## src/rtl/conv_regs_cfg.svh

```systemverilog
// Register offsets, field positions and reset values of the converter status and mask bank
`ifndef CONV_REGS_CFG_SVH
`define CONV_REGS_CFG_SVH

// =====================================================================
// Register offsets
`define TOP_FLAG_OFS       8'h1A
`define TOP_STATUS_OFS     8'h1E
`define PHASE01_STATUS_OFS 8'h1F
`define PHASE23_STATUS_OFS 8'h20
`define TOP_MASK_A_OFS     8'h21

// =====================================================================
// Field positions inside one status nibble
`define NIB_ENABLED_BIT    3
`define NIB_GOOD_BIT       2
`define NIB_LIMIT_BIT      0

// =====================================================================
// Field positions in the top status, flag and mask registers
`define SYNC_CLOCK_BIT     4
`define THERMAL_WARN_BIT   2
`define LOAD_READY_BIT     0
`define EVENT_BITS_MASK    8'h15

// =====================================================================
// Reset values
`define STATUS_RESET       8'h00
`define FLAG_RESET         8'h00
`define TOP_MASK_A_RESET   8'h80
`define READ_IDLE_VALUE    8'h00

`endif

```

## src/rtl/conv_regs_pkg.sv

```systemverilog
// State types of the converter status and mask bank
package conv_regs_pkg;

	// =====================================================================
	// Whole state of one phase-pair status register
	typedef struct packed {
		logic [7:0] status;
	} pair_state_t;

	// =====================================================================
	// Whole state of the register bank top
	typedef struct packed {
		logic [7:0] topMask;
		logic [7:0] flags;
		logic [7:0] topStat;
		logic [7:0] rdData;
		logic       irq;
	} bank_state_t;

endpackage

```

## src/rtl/converter_status_mask_regs.sv

```systemverilog
// Converter phase status, top status, event flags and interrupt mask registers
//
// Contract
// - Each phase reports enabled at bit 7 or 3 of its status register.
// - Each phase reports raw power-good at bit 6 or 2.
// - Each phase reports raw current limit at bit 4 or 0.
// - Phases 0,1 at 0x1F, phases 2,3 at 0x20; higher phase in upper nibble.
// - Mask bit 4 at 0x21 set blocks the external clock interrupt.
// - Mask bit 2 blocks thermal warning interrupt, never the raw thermal status.
// - Mask bit 0 set blocks the load-current-ready interrupt.
// - Status bits, reserved ones too, are read-only and read zero after reset.
// - External clock status reads 1 when its frequency is invalid.
`timescale 1ns/1ps
`include "conv_regs_cfg.svh"

module converter_status_mask_regs (
	input  wire logic       clk,                   // System clock, 100 MHz
	input  wire logic       rst,                   // Asynchronous reset, active high
	input  wire logic       ce,                    // Clock enable, freezes all state
	input  wire logic [7:0] regAddr,               // Register address
	input  wire logic       regWr,                 // Write strobe, one cycle
	input  wire logic [7:0] regWrData,             // Write data
	input  wire logic       regRd,                 // Read strobe, one cycle
	output logic      [7:0] regRdData,             // Read data, valid after regRd
	input  wire logic       phase0Enabled,         // Phase 0 is enabled
	input  wire logic       phase1Enabled,         // Phase 1 is enabled
	input  wire logic       phase2Enabled,         // Phase 2 is enabled
	input  wire logic       phase3Enabled,         // Phase 3 is enabled
	input  wire logic       phase0OutputGoodRaw,   // Phase 0 above power-good level
	input  wire logic       phase1OutputGoodRaw,   // Phase 1 above power-good level
	input  wire logic       phase2OutputGoodRaw,   // Phase 2 above power-good level
	input  wire logic       phase3OutputGoodRaw,   // Phase 3 above power-good level
	input  wire logic       phase0CurrentLimitRaw, // Phase 0 current limit active
	input  wire logic       phase1CurrentLimitRaw, // Phase 1 current limit active
	input  wire logic       phase2CurrentLimitRaw, // Phase 2 current limit active
	input  wire logic       phase3CurrentLimitRaw, // Phase 3 current limit active
	input  wire logic       syncClockInvalid,      // External sync clock not valid
	input  wire logic       thermalWarningRaw,     // Die above thermal warning level
	input  wire logic       loadReadyPulse,        // Load-current measurement done
	output logic            irq                    // Interrupt request, active high
);

	conv_regs_pkg::bank_state_t s_q;
	conv_regs_pkg::bank_state_t s_d;
	logic [7:0]                 phase01Stat;
	logic [7:0]                 phase23Stat;
	logic [7:0]                 rawTop;
	logic [7:0]                 events;
	logic [7:0]                 clearBits;

	// =====================================================================
	// Address match, used by every decode below
	function automatic logic hit(input logic [7:0] addr, input logic [7:0] ofs);
		return addr == ofs;
	endfunction

	// =====================================================================
	// Phase status bytes
	// Kept in a sub-block so both pairs share one proven layout
	phase_pair_status pair01 (
		.clk          (clk),
		.rst          (rst),
		.ce           (ce),
		.enabled      ({phase1Enabled, phase0Enabled}),
		.outputGood   ({phase1OutputGoodRaw, phase0OutputGoodRaw}),
		.currentLimit ({phase1CurrentLimitRaw, phase0CurrentLimitRaw}),
		.statusByte   (phase01Stat)
	);

	phase_pair_status pair23 (
		.clk          (clk),
		.rst          (rst),
		.ce           (ce),
		.enabled      ({phase3Enabled, phase2Enabled}),
		.outputGood   ({phase3OutputGoodRaw, phase2OutputGoodRaw}),
		.currentLimit ({phase3CurrentLimitRaw, phase2CurrentLimitRaw}),
		.statusByte   (phase23Stat)
	);

	// =====================================================================
	// Raw top status and event detection
	// Raw bits are sampled unmasked; the mask only gates the interrupt
	always_comb begin
		rawTop = 8'h00;
		rawTop[`SYNC_CLOCK_BIT]   = syncClockInvalid;
		rawTop[`THERMAL_WARN_BIT] = thermalWarningRaw;
		events = 8'h00;
		// Rising edges of the level conditions, compared with last sample
		events[`SYNC_CLOCK_BIT]   = syncClockInvalid & ~s_q.topStat[`SYNC_CLOCK_BIT];
		events[`THERMAL_WARN_BIT] = thermalWarningRaw & ~s_q.topStat[`THERMAL_WARN_BIT];
		events[`LOAD_READY_BIT]   = loadReadyPulse;
		clearBits = 8'h00;
		if (regWr && hit(regAddr, `TOP_FLAG_OFS)) begin
			clearBits = regWrData & `EVENT_BITS_MASK;
		end
	end

	// =====================================================================
	// Next state of the bank
	always_comb begin
		s_d = s_q;
		s_d.topStat = rawTop;
		// Set wins over clear, so an event in the clearing cycle survives
		s_d.flags = (s_q.flags & ~clearBits) | events;
		// Status registers ignore writes; the mask stores write data, the flag register clears the bits written as one
		if (regWr && hit(regAddr, `TOP_MASK_A_OFS)) begin
			s_d.topMask = regWrData;
		end
		if (regRd) begin
			case (1'b1)
				hit(regAddr, `PHASE01_STATUS_OFS): begin
					s_d.rdData = phase01Stat;
				end
				hit(regAddr, `PHASE23_STATUS_OFS): begin
					s_d.rdData = phase23Stat;
				end
				hit(regAddr, `TOP_STATUS_OFS): begin
					s_d.rdData = s_q.topStat;
				end
				hit(regAddr, `TOP_MASK_A_OFS): begin
					s_d.rdData = s_q.topMask;
				end
				hit(regAddr, `TOP_FLAG_OFS): begin
					s_d.rdData = s_q.flags;
				end
				default: begin
					s_d.rdData = `READ_IDLE_VALUE;
				end
			endcase
		end
		// A mask bit at 1 blocks its flag; flags and mask share bit positions
		s_d.irq = |(s_q.flags & ~s_q.topMask & `EVENT_BITS_MASK);
	end

	// =====================================================================
	// State register
	always_ff @(posedge clk or posedge rst) begin
		if (rst) begin
			s_q <= '{topMask: `TOP_MASK_A_RESET, flags: `FLAG_RESET, topStat: `STATUS_RESET,
				rdData: `READ_IDLE_VALUE, irq: 1'b0};
		end else if (ce) begin
			s_q <= s_d;
		end
	end

	assign regRdData = s_q.rdData;
	assign irq       = s_q.irq;

endmodule

```

## src/rtl/phase_pair_status.sv

```systemverilog
// Read-only status byte for two converter phases
`timescale 1ns/1ps
`include "conv_regs_cfg.svh"

module phase_pair_status (
	input  wire logic       clk,          // System clock
	input  wire logic       rst,          // Asynchronous reset, active high
	input  wire logic       ce,           // Clock enable, freezes state when low
	input  wire logic [1:0] enabled,      // Phase enabled, bit 0 lower phase
	input  wire logic [1:0] outputGood,   // Raw power-good, bit 0 lower phase
	input  wire logic [1:0] currentLimit, // Raw current limit, bit 0 lower phase
	output logic      [7:0] statusByte    // Registered status byte
);

	conv_regs_pkg::pair_state_t s_q;
	conv_regs_pkg::pair_state_t s_d;

	// =====================================================================
	// Nibble packing, shared by both phases so the layouts cannot drift
	function automatic logic [3:0] packNibble(input logic en, input logic pg, input logic lim);
		logic [3:0] n;
		n = 4'h0;
		n[`NIB_ENABLED_BIT] = en;
		n[`NIB_GOOD_BIT]    = pg;
		n[`NIB_LIMIT_BIT]   = lim;
		return n;
	endfunction

	// =====================================================================
	// Next state: higher phase high nibble, reserved bits stay zero
	always_comb begin
		s_d = s_q;
		s_d.status = {packNibble(enabled[1], outputGood[1], currentLimit[1]),
			packNibble(enabled[0], outputGood[0], currentLimit[0])};        // Lower phase
	end

	// Status is unlatched: it follows the inputs one clock late
	always_ff @(posedge clk or posedge rst) begin
		if (rst) begin
			s_q <= '{status: `STATUS_RESET};
		end else if (ce) begin
			s_q <= s_d;
		end
	end

	assign statusByte = s_q.status;

endmodule

```

## config.mk

```make
export PLATFORM = sky130hd
export DESIGN_NAME = converter_status_mask_regs
export DESIGN_NICKNAME = d
export VERILOG_FILES = /design/src/rtl/conv_regs_pkg.sv /design/src/rtl/converter_status_mask_regs.sv /design/src/rtl/phase_pair_status.sv
export VERILOG_INCLUDE_DIRS = /design/src /design/src/rtl
export SDC_FILE = /design/constraint.sdc
export NUM_CORES = 1
export LEC_CHECK = 0
export ABC_AREA = 1
export BUFFER_PORTS_ARGS = -buffer_cell sky130_fd_sc_hd__clkbuf_2
export CORE_UTILIZATION = 45
export CTS_CLUSTER_DIAMETER = 50
export CTS_CLUSTER_SIZE = 24
export DETAILED_ROUTE_END_ITERATION = 6
export GPL_TIMING_DRIVEN = 0
export HOLD_SLACK_MARGIN = 0.08
export PLACE_DENSITY = 0.71
export SYNTH_ARGS = -nofsm -noshare
export SYNTH_HDL_FRONTEND = slang
export SYNTH_SLANG_ARGS = --single-unit
```

## constraint.sdc

```tcl
create_clock -name clk -period 1.06 [get_ports clk]
set_clock_uncertainty 0.05 [all_clocks]
set_input_delay 0.212 -clock clk [delete_from_list [all_inputs] [get_ports clk]]
set_output_delay 0.212 -clock clk [all_outputs]
set_load 0.02 [all_outputs]
```

== Word level (Yosys, flattened, before mapping) ==
Cells that the tools add are included.
Word-level totals
  register bits after elaboration: 39
  latch bits: 0
  RAM bits: 0
  memory bits (read-only): 0
  bits of input ports: 36
  output and inout bits: 9
  word-level logic and storage cells: 32
  memories kept: 0
Operators by class
  add/subtract/negate cells: 0
  $mul: 0
  divide/modulo/power cells: 0
  $lt $le $gt $ge: 0
  eq/ne operators: 5
  shifts and indexed selects: 0
  multiplexer cells: 6
  bitwise logic cells: 9
  reduce and logical (&&, ||, !) cells: 5
Operators with widths (number)
  8-bit 2-to-1 mux: 5
  8-bit by 5-bit == test with 1-bit output, second input constant: 3
  8-bit by 6-bit == test with 1-bit output, second input constant: 2
  8-bit bitwise AND: 1
  5-bit inverter with 8-bit output: 1
  8-bit by 5-bit OR with 8-bit output: 1
  5-bit bitwise AND: 1
  5-bit 2-to-1 mux: 1
  5-bit inverter: 1
  2-bit AND reduction: 2
  3-bit OR reduction: 1
  1-bit bitwise AND: 2
  1-bit logical AND: 2
  1-bit inverter: 2

== Depth between registers and ports, before layout ==
  depth in word-level cells: 6
  depth in mapped cells: 9
  gate-level depth less buffers: 9

== Modules after synthesis ==
Synthesis repeated with hierarchy kept, for this count alone.
Unflattened totals
  cells, all modules: 236
  area total of the unflattened synthesis: 1836.8 um2
Modules (own cells, without submodules)
  converter_status_mask_regs: times used 1, cells each 178, area an instance 1348.8 um2, sequential area each 551.8 um2
  phase_pair_status: times used 2, cells each 29, area an instance 244.0 um2, sequential area each 150.1 um2

== Worst setup path after synthesis ==
No wires, ideal clock.
  kind: input to register
  start: input port regAddr[6]
  end: register s_q[25] in the netlist's numbering
  setup time: 117 ps
  data arrival time: 981 ps
  required time: 893 ps
  slack: -88 ps
  cell stages on the path: 9
  path buffers: 1
  cell sequence: inv_2 nand2_2 nor2_8 nand2_2 clkinv_2 nand3_4 buf_6 nand2_2 o21ai_2
On the way
  cells in the longest elaborated chain, start to end: 3
Ends and longest elaborated chain
  start, declared: RTL line converter_status_mask_regs.sv:20  | input wire logic [7:0] regAddr,
  8-bit by 6-bit == test with 1-bit output: RTL line converter_status_mask_regs.sv:54  | return addr == ofs;
  1-bit logical AND: RTL line converter_status_mask_regs.sv:106  | if (regWr && hit(regAddr, `TOP_MASK_A_OFS)) begin
  2-bit AND reduction (no line)
  end signal, assigned: RTL line converter_status_mask_regs.sv:139  | s_q <= '{topMask: `TOP_MASK_A_RESET, flags: `FLAG_RESET, topStat: `STATUS_RESET,
  end, declared: RTL line converter_status_mask_regs.sv:43  | conv_regs_pkg::bank_state_t s_q;
No other way between the ends.
A chain may end at the register's enable or synchronous reset.

== Worst setup path after layout ==
  start: register s_q, in the netlist regRdData[6]
  end: output port regRdData[6]
RTL lines
  end, declared: RTL line converter_status_mask_regs.sv:24  | output logic [7:0] regRdData,
No word-level cell between the ends.

==> impl_results.md <==
* Hold Buf Count CTS at 10
* Comb pwr share at between 10% and 20%
* Seq/Total Area, Yosys at 49.2%
* Syn Nets at 252
* Detailed Place HPWL at ~2.6 mm
* H-Tree Depth at 2
* Final Worst Setup Slack at -26.7 ps
* CORE AREA at about 3700 sq um
* Avg WL per Cell at 11.3 um
* Worst R2R Start: s_q[13]
* Most frequent cells in the layout: nand2_1 (81), clkbuf_2 (33), dfrtp_1 (33)
* GR Util All Layers at 21.1%
* Total Nets Final at 320
* Slew @ Worst Pin at around 700 ps
* CP max stage cell: dfrtp_1
* ANT nets after route at 0
* Data arrival, critical path at 820 ps
* Flop pwr share at 51.4%
* Pint at around 2000 uW
* Drt drc at 0
* Synthesized instance count at 216
* Vias per cell at 4.74
* Peak VDD IR at 0.000814 V
* Unrepaired setup endpoints after global routing: true
* Pwr per Cell Area at between 1000 and 1500 nW/um^2
* Vias at between 1500 and 2000
* Sw Ratio at 25.4%
* CTS sink cnt at 34
* Type of origin of the critical path: register
* Crit path capture type: output pin
* CP Max Fanout at 2
* CTS max path bufs at 2
* Final hold slack at -34.6 ps
* Worst min path class: in -> async
* GPL Wtd Cong at between 0.8 and 0.9
* Final std cell area, no fill at around 2400 sq um
* Synth top area cells: dfrtp_1 (48%), nand2_1 (18%), nand3_1 (6.9%)
* Total Wirelength at approximately 3.8 mm
* Antenna violations before repair at 0
* Remaining Overflow, GRT at 0
* Drt first pass iters at 4
* Die Ht at 64.0 um
* Clk pin slew, worst setup/hold paths at 70 ps
* Crit path to: regRdData[6]
* LEAKAGE at 0.00131 uW
* WS Path Type: reg -> out
* CP Cell Sequence: clkbuf_8
* Post-Syn Area per Cell at 8.01 sq um
* Final setup fails at 9
* # rows at 22
* Layout Utilization at 66.2%
* Reg2reg path depth at 4
* Failing checks: hold timing, setup timing
* Max Fclk at 0.920 GHz
* Yosys warns at 0
* Starting Density at 47.3%
* Antenna diodes at 0
* Post-synth top area cell: dfrtp_1
* Reg2reg setup slack at roughly 90 ps
* Synth Cell Area at 1730 sq um
* Max-cap viol count at 0
* Layout cells sized above 1 at 35.8%
* Pin count of the biggest net entering global routing at 35
* Status: complete, but fails checks
* Req. time, crit path at around 800 ps
* Commonest non-fill, non-tap cell in the layout: nand2_1
* Die Wd at 64.0 um
* CP startpoint: regRdData[6]
* P&R area growth vs syn at 40.1%
* Max stage delay on crit path at slightly below 400 ps
* Share of the synthesized area in the top cell type at 47.7%
* Final hold violation count at 33
* CTS Buf Count at 5
* Max-slew violation count at 0
* Dpl ws at -388 ps
* Boundary Pins at 45
* Capturing point of the worst reg2reg path: regRdData[4]
* First-pass GRT wire length at 6.47 mm
* Critical Path Stages at 1
* Final critical-path required period at 1090 ps
* Clock share of power at 35.5%
* Relative slew slack at 53.1%
* Delay-heaviest family, CP: flip-flops
* Worst-skew pair later-pin latency at 280 ps
* Period utilization at 103%
* Worst path bufs/invs at 1
* Die area at 4100 sq um
* Port bufs at 43
* Vias in the first global route at between 1000 and 1500
* Initial DRC count at 67
* NetSw at 698 uW
* Flops & latches, synth at 34
* CTS tree: done
* Clk root buf: clkbuf_8
* Placed instance area at roughly 2000 sq um
* Synth cell types at 25
power groups by stage:
stage          clock [uW]  combinational [uW]  sequential (uW)
2_1_floorplan           0                 191             1420
3_3_place_gp            0                 304             1430
3_5_place_dp            0                 310             1430
4_1_cts              1010                 353             1410
5_1_grt              1060                 406             1420
6_report              975                 361             1410
Yosys cell counts:
library cell  count
o21ai_0           1
clkbuf_1          2
dfrtp_1          33
nor2_1            6
o31ai_1           1
clkinv_2          1
buf_2             1
o21bai_1          2
o21ai_2           8
o21ai_1           5
nor3_1            2
inv_1            16
nand2_1          84
a21oi_1           1
buf_6             1
inv_2             6
nor2_2            2
nor2_8            1
buf_4             8
nand3_1          24
nand3_4           1
nor2_4            1
nand2_2           6
o22ai_1           2
dfstp_2           1
layer usage:
layer  GRT usage, %  routed length, um  vias to the layer above
met5              0                  0                        -
met4           9.38                 74                        0
met3           4.29                145                        8
met2           34.3               1830                       38
met1           27.1               1710                      725
li1               -                  -                      809
flip-flops by register name, summed over array words and instances, names as in the netlist:
register,count
pair01.statusByte,6
s_q,13
pair23.statusByte,6
regRdData,8
irq,1
cells by family (layout without fill, tap and decap cells):
logic type / Yosys count / after routing / share of synthesized area, %
compound gates: 20 / 20 / 8.10
flops: 34 / 34 / 49.2
simple gates: 127 / 127 / 32.8
buf+inv: 35 / 104 / 9.91
area by class of cell:
cell class / instances / area [sq um]
Fill cell: 332 / 1240
Inverter: 23 / 119
Clock buffer: 7 / 86.3
Tap cell: 48 / 60.1
Buffer: 4 / 27.5
Timing Repair Buffer: 69 / 538
Clock inverter: 1 / 5.00
Multi-Input combinational cell: 147 / 737
Sequential cell: 34 / 852
how the worst min path moves through the flow:
stage                      start            to  slack (ps)  depth (start not counted)
floorplan           regWrData[7]       s_q[32]         270                          2
global route                 rst       s_q[27]          20                          2
finish                       rst       s_q[31]         -30                          2
CTS                          rst  regRdData[7]         -10                          2
global placement    regWrData[7]       s_q[32]         360                          3
detailed placement  regWrData[7]       s_q[32]         360                          3
stage by stage:
stage	instances	power [uW]	TNS, ps
after detailed placement	307	1740	-18330
final	333	2750	-203
after floorplan	216	1610	-262
after global placement	307	1730	-17700
after CTS	327	2770	-314
after global routing	333	2880	-508
repair_timing:
| action | CTS | global route |
|---|---|---|
| pin swaps | 3 | 3 |
| gates resized for setup | 14 | 11 |
| cloned | 1 | 0 |
| setup buffers | 9 | 6 |
| endpoints found under the hold margin | 43 | 33 |
| endpoints found under the setup margin | 50 | 20 |
No activity file was read; power rests on OpenSTA's default activity.
